==> src/verilog/asp_pkg.sv <==
// Package: constants and types for the audio/serial pin mux
package asp_pkg;

  // ==========================================================
  // Mode field encodings
  localparam logic [1:0] ASP_ENC_NORMAL = 2'h0;
  localparam logic [1:0] ASP_ENC_I2S_SSP = 2'h1;
  localparam logic [1:0] ASP_ENC_I2S_AC = 2'h2;
  localparam logic [1:0] ASP_ENC_RESET = ASP_ENC_NORMAL;

  typedef enum logic [1:0] {
    ASP_MODE_NORMAL,
    ASP_MODE_I2S_SSP,
    ASP_MODE_I2S_AC
  } asp_mode_e;

  typedef enum logic [1:0] {
    ASP_ST_RUN,
    ASP_ST_WAIT,
    ASP_ST_GAP
  } asp_state_e;

  // ==========================================================
  // Timing
  localparam int ASP_CLK_PERIOD_NS = 40;
  localparam int ASP_SWITCH_WAIT_NS = 40960;
  localparam int ASP_SWITCH_GAP_NS = 80;
  localparam logic [10:0] ASP_WAIT_CYC =
    11'(ASP_SWITCH_WAIT_NS / ASP_CLK_PERIOD_NS);
  localparam logic [10:0] ASP_GAP_CYC =
    11'(ASP_SWITCH_GAP_NS / ASP_CLK_PERIOD_NS);

  // ==========================================================
  // Audio format
  localparam logic [5:0] ASP_I2S_WORD_BITS = 6'h18;
  localparam int ASP_I2S_CHANNELS = 2;

  // ==========================================================
  // Positions in the synchronised pin vector
  localparam int ASP_NSYNC = 10;
  localparam int ASP_SI_SSP_CLK = 0;
  localparam int ASP_SI_SSP_FRM = 1;
  localparam int ASP_SI_SSP_DAT = 2;
  localparam int ASP_SI_AC_CLK = 3;
  localparam int ASP_SI_AC_FRM = 4;
  localparam int ASP_SI_AC_DAT = 5;
  localparam int ASP_SI_GPIO = 6;
  // Shared pin slots: 0=pin4 1=pin5 2=pin6 3=pin13
  localparam int ASP_GP_I2S1_IN = 0;
  localparam int ASP_GP_I2S1_OUT = 1;
  localparam int ASP_GP_I2S2_IN = 2;
  localparam int ASP_GP_I2S2_OUT = 3;

  // ==========================================================
  // Controller-side bundles
  typedef struct packed {
    logic clk_o;
    logic clk_oe_n;
    logic frm_o;
    logic frm_oe_n;
    logic dat_o;
    logic dat_oe_n;
  } asp_drv_s;

  typedef struct packed {
    logic clk_i;
    logic frm_i;
    logic dat_i;
  } asp_rcv_s;

  localparam asp_drv_s ASP_DRV_OFF = 6'h15;
  localparam asp_rcv_s ASP_RCV_IDLE = 3'h0;

endpackage
==> src/verilog/asp_pin_mux.sv <==
// Module: pin sharing for SPI, AC'97 and three I2S ports
`timescale 1ns/10ps

// Functional notes
// RULE1: Normal mode: SPI on sync-serial pins, AC'97 on codec pins.
// RULE2: I2S-on-sync-serial mode: AC'97 port plus up to three I2S ports.
// RULE3: I2S-on-codec mode: SPI port plus up to three I2S ports.
// RULE4: I2S port 0 uses only the codec group or the sync-serial group.
// RULE5: I2S ports 1 and 2 data lines go to shared pins 4, 5, 6, 13.
// RULE6: I2S ports 1 and 2 reuse port 0 clocks; no clock pins of their own.
// RULE7: I2S never drives both pin groups at once.
// RULE8: I2S on sync-serial pins: clock, frame, in, out; no master clock.
// RULE9: I2S on codec pins: reset pin carries master clock, rest the link.
// RULE10: I2S ports carry two channels of 24-bit words.
// RULE11: Mode field resets to normal; illegal encodings are rejected.
module asp_pin_mux (
  input wire logic clk, // System clock
  input wire logic rst, // Synchronous reset
  input wire logic mode_wr, // Mode field write strobe
  input wire logic [1:0] mode_wdata, // Mode field write value
  output asp_pkg::asp_mode_e mode_o, // Mode in force
  output logic mode_busy, // Mode switch in progress
  output logic mode_err, // Illegal or refused write
  output logic i2s_short, // I2S channel word too short
  input asp_pkg::asp_drv_s spi_drv, // SPI controller drive
  output asp_pkg::asp_rcv_s spi_rcv, // SPI controller receive
  input asp_pkg::asp_drv_s ac_drv, // AC'97 controller drive
  input wire logic ac_rst_n, // AC'97 controller codec reset
  output asp_pkg::asp_rcv_s ac_rcv, // AC'97 controller receive
  input asp_pkg::asp_drv_s i2s_drv, // I2S port 0 drive
  input wire logic i2s_mclk, // I2S master clock
  output asp_pkg::asp_rcv_s i2s_rcv, // I2S port 0 receive
  input wire logic [1:0] i2s_ext_en, // I2S ports 1,2 in use
  input wire logic [1:0] i2s_ext_dout, // I2S ports 1,2 data out
  output logic [1:0] i2s_ext_din, // I2S ports 1,2 data in
  input wire logic [3:0] gpio_o, // GPIO drive, pins 4,5,6,13
  input wire logic [3:0] gpio_oe_n, // GPIO enable, pins 4,5,6,13
  output logic [3:0] gpio_i, // GPIO pin levels
  input wire logic sync_port_bit_clock_pin_i, // Pin level
  output logic sync_port_bit_clock_pin_o, // Pin drive
  output logic sync_port_bit_clock_pin_oe_n, // Pin enable
  input wire logic sync_port_frame_pin_i, // Pin level
  output logic sync_port_frame_pin_o, // Pin drive
  output logic sync_port_frame_pin_oe_n, // Pin enable
  input wire logic sync_port_serial_in_pin_i, // Pin level
  output logic sync_port_serial_out_pin_o, // Pin drive
  output logic sync_port_serial_out_pin_oe_n, // Pin enable
  output logic audio_codec_reset_pin_o, // Codec reset / master clock
  input wire logic audio_codec_bit_clock_pin_i, // Pin level
  output logic audio_codec_bit_clock_pin_o, // Pin drive
  output logic audio_codec_bit_clock_pin_oe_n, // Pin enable
  input wire logic audio_codec_frame_pin_i, // Pin level
  output logic audio_codec_frame_pin_o, // Pin drive
  output logic audio_codec_frame_pin_oe_n, // Pin enable
  input wire logic audio_codec_serial_in_pin_i, // Pin level
  output logic audio_codec_serial_out_pin_o, // Pin drive
  output logic audio_codec_serial_out_pin_oe_n, // Pin enable
  input wire logic [3:0] gpio_pin_i, // Shared pin levels
  output logic [3:0] gpio_pin_o, // Shared pin drive
  output logic [3:0] gpio_pin_oe_n // Shared pin enable
);
  import asp_pkg::*;

  // ==========================================================
  // Pin input synchronisers
  logic [ASP_NSYNC-1:0] pin_raw;
  logic [ASP_NSYNC-1:0] sync1_r;
  logic [ASP_NSYNC-1:0] sync2_r;

  assign pin_raw = {gpio_pin_i,
                    audio_codec_serial_in_pin_i,
                    audio_codec_frame_pin_i,
                    audio_codec_bit_clock_pin_i,
                    sync_port_serial_in_pin_i,
                    sync_port_frame_pin_i,
                    sync_port_bit_clock_pin_i};

  genvar gi;
  generate
    for (gi = 0; gi < ASP_NSYNC; gi++)
    begin : g_sync
      always_ff @(posedge clk)
      begin
        sync1_r[gi] <= rst ? 1'b0 : pin_raw[gi];
        sync2_r[gi] <= rst ? 1'b0 : sync1_r[gi];
      end
    end
  endgenerate

  wire asp_rcv_s ssp_pins = {sync2_r[ASP_SI_SSP_CLK],
                             sync2_r[ASP_SI_SSP_FRM],
                             sync2_r[ASP_SI_SSP_DAT]};
  wire asp_rcv_s ac_pins = {sync2_r[ASP_SI_AC_CLK],
                            sync2_r[ASP_SI_AC_FRM],
                            sync2_r[ASP_SI_AC_DAT]};
  wire [3:0] gpio_sync = sync2_r[ASP_SI_GPIO +: 4];

  // ==========================================================
  // Mode field and switch sequencer
  asp_mode_e mode_r;
  asp_mode_e mode_nxt;
  asp_mode_e pend_r;
  asp_mode_e pend_nxt;
  asp_state_e st_r;
  asp_state_e st_nxt;
  logic [10:0] cnt_r;
  logic [10:0] cnt_nxt;
  logic mode_err_r;
  logic frame_edge;

  wire wr_legal = (mode_wdata == ASP_ENC_NORMAL) ||
                  (mode_wdata == ASP_ENC_I2S_SSP) ||
                  (mode_wdata == ASP_ENC_I2S_AC); // RULE11
  wire asp_mode_e wr_mode =
    (mode_wdata == ASP_ENC_I2S_SSP) ? ASP_MODE_I2S_SSP :
    (mode_wdata == ASP_ENC_I2S_AC) ? ASP_MODE_I2S_AC :
    ASP_MODE_NORMAL;
  wire running = (st_r == ASP_ST_RUN);
  wire i2s_mode = (mode_r != ASP_MODE_NORMAL);
  wire wr_take = mode_wr && wr_legal && running && (wr_mode != mode_r);

  always_comb
  begin
    st_nxt = st_r;
    cnt_nxt = cnt_r + 11'h001;
    mode_nxt = mode_r;
    pend_nxt = pend_r;
    unique case (st_r)
      ASP_ST_RUN:
      begin
        cnt_nxt = 11'h000;
        if (wr_take)
        begin
          pend_nxt = wr_mode;
          // Let a running I2S link finish its channel word first
          st_nxt = i2s_mode ? ASP_ST_WAIT : ASP_ST_GAP;
        end
      end
      ASP_ST_WAIT:
      begin
        if (frame_edge || cnt_r == ASP_WAIT_CYC - 11'h001)
        begin
          st_nxt = ASP_ST_GAP;
          cnt_nxt = 11'h000;
        end
      end
      ASP_ST_GAP:
      begin
        if (cnt_r == ASP_GAP_CYC - 11'h001)
        begin
          st_nxt = ASP_ST_RUN;
          mode_nxt = pend_r;
          cnt_nxt = 11'h000;
        end
      end
    endcase
  end

  always_ff @(posedge clk)
  begin
    if (rst)
    begin
      mode_r <= ASP_MODE_NORMAL; // RULE11
      pend_r <= ASP_MODE_NORMAL;
      st_r <= ASP_ST_RUN;
      cnt_r <= 11'h000;
      mode_err_r <= 1'b0;
    end
    else
    begin
      mode_r <= mode_nxt;
      pend_r <= pend_nxt;
      st_r <= st_nxt;
      cnt_r <= cnt_nxt;
      mode_err_r <= mode_wr && (!wr_legal || !running); // RULE11
    end
  end

  assign mode_o = mode_r;
  assign mode_busy = !running;
  assign mode_err = mode_err_r;

  // ==========================================================
  // Group selection
  // Old routing holds through the wait so the frame edge can be seen
  wire linked = (st_r != ASP_ST_GAP);
  wire i2s_on_ssp = linked && mode_r == ASP_MODE_I2S_SSP; // RULE2
  wire i2s_on_ac = linked && mode_r == ASP_MODE_I2S_AC; // RULE3
  wire spi_on = linked && mode_r != ASP_MODE_I2S_SSP; // RULE1
  wire ac_on = linked && mode_r != ASP_MODE_I2S_AC; // RULE1
  wire i2s_on = i2s_on_ssp || i2s_on_ac;
  wire [1:0] ext_on = {2{i2s_on}} & i2s_ext_en; // RULE5

  // Each group takes at most one source, none during the gap; I2S never feeds both
  wire asp_drv_s ssp_nxt = i2s_on_ssp ? i2s_drv : // RULE8
                           spi_on ? spi_drv : ASP_DRV_OFF; // RULE7
  wire asp_drv_s ac_nxt = i2s_on_ac ? i2s_drv : // RULE9
                          ac_on ? ac_drv : ASP_DRV_OFF; // RULE4
  // Codec is held in reset while its pins are released
  wire rst_pin_nxt = i2s_on_ac ? i2s_mclk : // RULE9
                     ac_on ? ac_rst_n : 1'b0;

  // I2S ports 1 and 2 data only; their clocks are port 0's
  logic [3:0] gp_o_nxt;
  logic [3:0] gp_oe_n_nxt;
  assign gp_o_nxt[ASP_GP_I2S1_IN] = gpio_o[ASP_GP_I2S1_IN];
  assign gp_o_nxt[ASP_GP_I2S2_IN] = gpio_o[ASP_GP_I2S2_IN];
  assign gp_o_nxt[ASP_GP_I2S1_OUT] = ext_on[0] ? i2s_ext_dout[0] :
                                     gpio_o[ASP_GP_I2S1_OUT]; // RULE5
  assign gp_o_nxt[ASP_GP_I2S2_OUT] = ext_on[1] ? i2s_ext_dout[1] :
                                     gpio_o[ASP_GP_I2S2_OUT]; // RULE5
  assign gp_oe_n_nxt[ASP_GP_I2S1_IN] = ext_on[0] ||
                                       gpio_oe_n[ASP_GP_I2S1_IN];
  assign gp_oe_n_nxt[ASP_GP_I2S2_IN] = ext_on[1] ||
                                       gpio_oe_n[ASP_GP_I2S2_IN];
  assign gp_oe_n_nxt[ASP_GP_I2S1_OUT] = ext_on[0] ? 1'b0 :
                                        gpio_oe_n[ASP_GP_I2S1_OUT];
  assign gp_oe_n_nxt[ASP_GP_I2S2_OUT] = ext_on[1] ? 1'b0 :
                                        gpio_oe_n[ASP_GP_I2S2_OUT];

  wire asp_rcv_s i2s_pins = i2s_on_ssp ? ssp_pins : // RULE4
                            i2s_on_ac ? ac_pins : ASP_RCV_IDLE;

  // ==========================================================
  // Registered pin and controller outputs
  asp_drv_s ssp_r;
  asp_drv_s ac_r;
  logic rst_pin_r;
  logic [3:0] gp_o_r;
  logic [3:0] gp_oe_n_r;
  asp_rcv_s spi_rcv_r;
  asp_rcv_s ac_rcv_r;
  asp_rcv_s i2s_rcv_r;
  logic [1:0] ext_din_r;

  always_ff @(posedge clk)
  begin
    if (rst)
    begin
      ssp_r <= ASP_DRV_OFF;
      ac_r <= ASP_DRV_OFF;
      rst_pin_r <= 1'b0;
      gp_o_r <= 4'h0;
      gp_oe_n_r <= 4'hf;
      spi_rcv_r <= ASP_RCV_IDLE;
      ac_rcv_r <= ASP_RCV_IDLE;
      i2s_rcv_r <= ASP_RCV_IDLE;
      ext_din_r <= 2'h0;
    end
    else
    begin
      ssp_r <= ssp_nxt;
      ac_r <= ac_nxt;
      rst_pin_r <= rst_pin_nxt;
      gp_o_r <= gp_o_nxt;
      gp_oe_n_r <= gp_oe_n_nxt;
      spi_rcv_r <= spi_on ? ssp_pins : ASP_RCV_IDLE; // RULE1
      ac_rcv_r <= ac_on ? ac_pins : ASP_RCV_IDLE; // RULE1
      i2s_rcv_r <= i2s_pins;
      ext_din_r <= ext_on & {gpio_sync[ASP_GP_I2S2_IN],
                             gpio_sync[ASP_GP_I2S1_IN]}; // RULE6
    end
  end

  assign sync_port_bit_clock_pin_o = ssp_r.clk_o;
  assign sync_port_bit_clock_pin_oe_n = ssp_r.clk_oe_n;
  assign sync_port_frame_pin_o = ssp_r.frm_o;
  assign sync_port_frame_pin_oe_n = ssp_r.frm_oe_n;
  assign sync_port_serial_out_pin_o = ssp_r.dat_o;
  assign sync_port_serial_out_pin_oe_n = ssp_r.dat_oe_n;
  assign audio_codec_reset_pin_o = rst_pin_r;
  assign audio_codec_bit_clock_pin_o = ac_r.clk_o;
  assign audio_codec_bit_clock_pin_oe_n = ac_r.clk_oe_n;
  assign audio_codec_frame_pin_o = ac_r.frm_o;
  assign audio_codec_frame_pin_oe_n = ac_r.frm_oe_n;
  assign audio_codec_serial_out_pin_o = ac_r.dat_o;
  assign audio_codec_serial_out_pin_oe_n = ac_r.dat_oe_n;
  assign gpio_pin_o = gp_o_r;
  assign gpio_pin_oe_n = gp_oe_n_r;
  assign gpio_i = gpio_sync;
  assign spi_rcv = spi_rcv_r;
  assign ac_rcv = ac_rcv_r;
  assign i2s_rcv = i2s_rcv_r;
  assign i2s_ext_din = ext_din_r;

  // ==========================================================
  // I2S word length monitor on the sampled link clocks
  logic clk_prev_r;
  logic frm_prev_r;
  logic armed_r;
  logic [5:0] bits_r;
  logic short_r;

  wire sclk_rise = i2s_pins.clk_i && !clk_prev_r;
  wire frm_chg = sclk_rise && (i2s_pins.frm_i != frm_prev_r);
  assign frame_edge = frm_chg;
  wire word_short = armed_r && bits_r < ASP_I2S_WORD_BITS; // RULE10

  always_ff @(posedge clk)
  begin
    if (rst || !i2s_on)
    begin
      clk_prev_r <= 1'b0;
      frm_prev_r <= 1'b0;
      armed_r <= 1'b0;
      bits_r <= 6'h00;
      short_r <= 1'b0;
    end
    else
    begin
      clk_prev_r <= i2s_pins.clk_i;
      short_r <= frm_chg && word_short; // RULE10
      if (frm_chg)
      begin
        frm_prev_r <= i2s_pins.frm_i;
        armed_r <= 1'b1;
        bits_r <= 6'h01;
      end
      else if (sclk_rise && bits_r != 6'h3f)
        bits_r <= bits_r + 6'h01;
    end
  end

  assign i2s_short = short_r;

endmodule // asp_pin_mux

==> config.mk <==
export PLATFORM = sky130hd
export DESIGN_NAME = asp_pin_mux
export DESIGN_NICKNAME = d
export VERILOG_FILES = /design/src/verilog/asp_pkg.sv /design/src/verilog/asp_pin_mux.sv
export SDC_FILE = /design/constraint.sdc
export NUM_CORES = 1
export LEC_CHECK = 0
export ABC_AREA = 1
export BUFFER_PORTS_ARGS = -buffer_cell sky130_fd_sc_hd__buf_4
export CORE_MARGIN = 2
export CORE_UTILIZATION = 55
export CTS_CLUSTER_SIZE = 14
export DETAILED_ROUTE_END_ITERATION = 10
export PLACE_DENSITY = 0.84
export SETUP_SLACK_MARGIN = 0.05
export SYNTH_ARGS = -nofsm -noshare
export SYNTH_HDL_FRONTEND = slang
export SYNTH_SLANG_ARGS = --single-unit
==> constraint.sdc <==
create_clock -name clk -period 4.6 [get_ports clk]
set_input_delay 0.69 -clock clk [delete_from_list [all_inputs] [get_ports clk]]
set_output_delay 0.69 -clock clk [all_outputs]
set_load 0.005 [all_outputs]
======== After elaboration in Yosys (flattened, before gate mapping) ========
Index checks and enable logic that the tools add are counted.
storage, ports and cells
  bits in registers ....................... 80
  bits of input ports ..................... 47
  word-level logic and storage cells ...... 139
operators by class
  $add $sub $neg .......................... 2
  magnitude comparators ................... 1
  equal/unequal tests ..................... 17
  mux-type cells .......................... 24
  bitwise gates (word level) .............. 4
  reduce and logical (&&, ||, !) cells .... 35
operators with widths
  kind                   count
  $pmux 11 s3            1
  $mux 6                 4
  $mux 11                2
  $logic_and 1x1->1      13
  $mux 2                 6
  $add 11x1->11 const B  1
  $eq 11x1->1 const B    1
  $eq 11x10->1 const B   1
  $logic_or 1x1->1       8
  $mux 1                 8
  $ne 2x2->1 const B     4
  $add 6x1->6 const B    1
  $eq 2x1->1 const B     3
  $eq 2x2->1 const B     3
  $lt 6x5->1 const B     1
  $mux 3                 2
  $ne 6x6->1 const B     1
  $pmux 2 s3             1
  $reduce_or 2->1        3
  $and 2x2->2            2
  $logic_not 1->1        4
  $logic_not 2->1        2
  $ne 2x1->1 const B     2
  $reduce_and 2->1       2
  other kinds (5)        7

======== Depth between registers and ports, before layout ========
  depth in word-level cells ............... 9
  mapped depth ............................ 13
  mapped depth without buffers ............ 13

======== Least setup slack after synthesis ========
OpenSTA, ideal clock, no wires.
  path kind ............................... register to register
  start point ............................. reg st_r[0]
  end point ............................... reg cnt_r[0]
  setup time .............................. 0.121 ns
  data arrival time ....................... 1.685 ns
  data required time ...................... 4.479 ns
  slack ................................... 2.795 ns
  stages on the path, launching flop included .. 14
  path through ............................ dfxtp_1 -> inv_1 -> ha_1 -> inv_2 -> nand3_2 -> nand2_1 -> nand2_2 -> nor2_8 -> nand3_4 -> nand2_2 -> nand2_1 -> nand3_2 -> buf_6 -> nor2_1
between the ends
  word-level cells in the longest chain between the ends .. 9
  elaborated cells between the ends (all ways) .. 14
  those cells by class .................... eq/ne (4); mux (4); reduce/logical (6)
RTL lines
  element                                          RTL line                                source
  start: declaration                               asp_pin_mux.sv:104                      asp_state_e st_r;
  start signal: assignment                         asp_pin_mux.sv:173                      st_r <= st_nxt;
  $ne 2x2->1                                       asp_pin_mux.sv:186                      wire linked = (st_r != ASP_ST_GAP);
  $logic_and 1x1->1                                asp_pin_mux.sv:188                      wire i2s_on_ac = linked && mode_r == ASP_MODE_I2S_AC;
  $mux 3                                           asp_pin_mux.sv:222                      i2s_on_ac ? ac_pins : ASP_RCV_IDLE;
  $mux 3                                           asp_pin_mux.sv:221                      wire asp_rcv_s i2s_pins = i2s_on_ssp ? ssp_pins :
  $ne 1x1->1 or $logic_and 1x1->1 (tied branches)  asp_pin_mux.sv:295, asp_pin_mux.sv:294
  $logic_and 1x1->1                                asp_pin_mux.sv:295                      wire frm_chg = sclk_rise && (i2s_pins.frm_i != frm_prev_r);
  $logic_or 1x1->1                                 asp_pin_mux.sv:141                      if (frame_edge || cnt_r == ASP_WAIT_CYC - 11'h001)
  $mux 11                                          asp_pin_mux.sv:141
  $pmux 11 s3 *                                    asp_pin_mux.sv:128                      unique case (st_r)
  end signal: assignment                           asp_pin_mux.sv:174                      cnt_r <= cnt_nxt;
  end: declaration                                 asp_pin_mux.sv:106                      logic [10:0] cnt_r;
Every way passes the cells marked *; elsewhere a longest branch is shown, timed or not.
A chain may end at the register's enable or synchronous reset.

======== Worst setup path in the final report ========
  start point ............................. reg st_r[0]
  end point ............................... reg cnt_r[8]
The elaborated chain is that of the path after synthesis.

==> flow_metrics.env <==
export IMPL_syn_to_final_growth_pct=30.9
export IMPL_grt_remaining_overflow=0
export IMPL_initial_core_util=0.562
export IMPL_totalWireLength_mm=6.81
export IMPL_cts_setup_buffers=0
export IMPL_cap_violations=0
export IMPL_final_cells=553
export IMPL_die_x_um=78.6
export IMPL_rows=27
export IMPL_synth_largest_area_cell="dfxtp_1"
export IMPL_finalNetCount=530
export IMPL_relSlewSlack=0.490
export IMPL_status="completed"
export IMPL_ff2ff_setup_slack_ns=2.51
export IMPL_grt_max_degree=34
export IMPL_synth_seq_cells=80
export IMPL_cts_hold_buf=0
export IMPL_num_vias=2661
export IMPL_gp_congestion=0.821
export IMPL_drtPass1Iterations=4
export IMPL_drtIter0Drc=110
export IMPL_gr_max_usage_layer="met2"
export IMPL_routed_via_density=4.81
export IMPL_r2r_start="st_r[0]$_SDFFE_PP0P_"
export IMPL_fin_crit_sh=0.454
export IMPL_clk_path_buf_depth=2
export IMPL_r2r_end="cnt_r[8]$_SDFF_PP0_"
export IMPL_clk_latency_ns=0.36
export IMPL_core_region_area_um2=5440
export IMPL_synthCells=383
export IMPL_grt_use_total=0.233
export IMPL_yosys_area_top_type_share=0.524
export IMPL_r2r_cells=12
export IMPL_synth_edf_count=0
export IMPL_layout_min_cycle_time_ns=2.09
export IMPL_setup_violations_final=0
export IMPL_yosys_most_used_dff="dfxtp_1"
export IMPL_ios=88
export IMPL_tns_ns=0
export IMPL_cpMaxStageDelayCell="dfxtp_1"
export IMPL_place_hpwl_mm=4.97
export IMPL_grt_pass1_wl_mm=11.0
export IMPL_cts_max_level=3
export IMPL_syn_area_um2=3060
export IMPL_crit_family="simple AND/OR/NAND/NOR gates"
export IMPL_fin_util=0.736
export IMPL_ys_types=31
export IMPL_required_ns=4.84
export IMPL_endpoint_kind="register"
export IMPL_drive_above_1_share=0.247
export IMPL_min_from="sync1_r[3]$_SDFF_PP0_"
export IMPL_holdCritPathClass="reg -> reg"
export IMPL_worstMarginPinSlew_ns=0.762
export IMPL_grt_pass1_vias=2524
export IMPL_max_freq_mhz=479
export IMPL_ant_nets=0
export IMPL_clkSinkCount=80
export IMPL_path_clk_slew_ns=0.08
export IMPL_dp_cells=537
export IMPL_place_area_um2=3770
export IMPL_async_flop_share=0
export IMPL_grt_use_met2=0.384
export IMPL_p_leak_nw=1.87
export IMPL_powerDensity_nw_per_um2=401
export IMPL_port_buffers=87
export IMPL_finalHoldViolCount=0
export IMPL_critPathBufInv=2
export IMPL_drc=0
export IMPL_fin_ws_ns=2.51
export IMPL_crit_chain="inv_1 -> ha_1 -> inv_2 -> nand3_2 -> nand2_1 -> nand2_2 -> nor2_8 -> nand3_4 -> nand2_2 -> nand2_1 -> nand3_2 -> a21oi_1"
export IMPL_arrival_ns=2.32
export IMPL_critical_path_class="reg -> reg"
export IMPL_slew_viol_final=0
export IMPL_n_antenna_cell=0
export IMPL_use_met1=0.279
export IMPL_ys_warn_count=0
export IMPL_synth_avg_cell_area_um2=7.98
export IMPL_syn_nets=437
export IMPL_slowest_delay_ns=0.34
export IMPL_cp_start_kind="register"
export IMPL_synth_area_leaders="dfxtp_1 52%, inv_1 8.7%, nor2_1 8.2%, nand2_1 6.9%, xor2_1 3.2%"
export IMPL_dieArea_um2=6170
export IMPL_cts_tree="done"
export IMPL_worstHoldPathCells=2
export IMPL_fin_worst_skew_ns=0.00671
export IMPL_worst_ir_drop_vdd_mv=0.260
export IMPL_root_buffer="clkbuf_8"
export IMPL_cts_resized=0
export IMPL_pre_cts_ws_ns=2.27
export IMPL_cp_max_fo=11
export IMPL_min_to="ac_pins[2]$_SDFF_PP0_"
export IMPL_met3_usage=0.0506
export IMPL_final_area_um2=4000
export IMPL_antenna_found_initial=0
export IMPL_fp_dieH_um=78.6
export IMPL_rsz0062_at_grt="no"
export IMPL_yosysSeqAreaShare=0.524
export IMPL_post_drt_wl_per_cell_um=12.3
export IMPL_cts_made_buffers=9
-- worst max path at each step --
| stage | cells past startpoint | startpoint | to |
|---|---|---|---|
| after floorplan | 13 | st_r[0]$_SDFFE_PP0P_ | cnt_r[0]$_SDFF_PP0_ |
| after global placement | 4 | rst | audio_codec_bit_clock_pin_o$_SDFF_PP0_ |
| after detailed placement | 4 | rst | audio_codec_serial_out_pin_o$_SDFF_PP0_ |
| after CTS | 12 | st_r[0]$_SDFFE_PP0P_ | cnt_r[8]$_SDFF_PP0_ |
| after global routing | 12 | st_r[0]$_SDFFE_PP0P_ | cnt_r[7]$_SDFF_PP0_ |
| final | 12 | st_r[0]$_SDFFE_PP0P_ | cnt_r[8]$_SDFF_PP0_ |
-- cell usage after synthesis, types with 3 or more instances --
cell type / number
nand2_2: 4
nor2_1: 67
nand3_1: 17
nand4_1: 6
nand2_1: 56
or2_2: 3
nor3_1: 4
o22ai_1: 6
a211oi_1: 3
o21ai_0: 13
inv_1: 71
dfxtp_1: 80
a21oi_1: 13
xor2_1: 11
inv_2: 3
ha_1: 7
-- placed cells by master, fill, tap and decap left out, drive strengths merged, types with 2 or more instances in the layout --
master  instances
a211oi          3
inv            75
a21oi          14
clkbuf          9
clkinv          4
nor3            5
nand3b          2
nand2          60
dfxtp          80
o22ai           6
bufinv          2
xor2           11
o21ai          14
nor2           68
nand4           6
ha              7
buf            87
nand3          20
or2             3
-- cell families after synthesis --
| group | after synthesis | synth area share |
|---|---|---|
| flip-flops | 80 | 0.524 |
| XOR/XNOR | 12 | 0.0344 |
| adder cells (fa/ha/maj) | 7 | 0.0286 |
| AO/OA/AOI/OAI | 38 | 0.0691 |
| buffers and inverters | 80 | 0.101 |
| AND/OR/NAND/NOR | 166 | 0.243 |
-- worst min-delay path: stages, from the launching register on --
cell	delay, ns
dfxtp_1	0.30
inv_1	0.04
nor2_1	0.03
-- cell type report --
class | instances | area (µm²)
Sequential cell | 80 | 1600
Fill cell | 397 | 1440
Multi-Input combinational cell | 223 | 1150
Timing Repair Buffer | 87 | 653
Inverter | 75 | 282
Clock buffer | 9 | 124
Clock inverter | 7 | 105
Tap cell | 72 | 90.1
-- where the power goes --
group	internal (W)	total [W]	switching (W)
Combinational	0.000120	0.000266	0.000145
Clock	0.000312	0.000578	0.000266
Sequential	0.000738	0.000761	0.0000228
Total	0.00117	0.00160	0.000434
-- through the flow --
| stage | total power, W | hold WS (ns) |
|---|---|---|
| after floorplan | 0.000919 | 0.388 |
| after detailed placement | 0.00104 | 0.395 |
| after global routing | 0.00167 | 0.422 |
| final | 0.00160 | 0.407 |
| after global placement | 0.00103 | 0.389 |
| after CTS | 0.00161 | 0.407 |
-- metal layers --
metal	routed length, µm	share of wire	up-vias
met5	0	0	-
met1	2880	0.42	1198
met3	375	0.055	19
li1	-	-	1363
met2	3320	0.49	81
met4	230	0.034	0
-- registers in the layout, indices dropped and copies added, names as in the netlist, 4 cells and up --
| register | cells |
|---|---|
| gpio_i | 4 |
| gpio_pin_o | 4 |
| bits_r | 6 |
| gpio_pin_oe_n | 4 |
| sync1_r | 10 |
| cnt_r | 11 |
No activity file was read; power rests on OpenSTA's default activity.
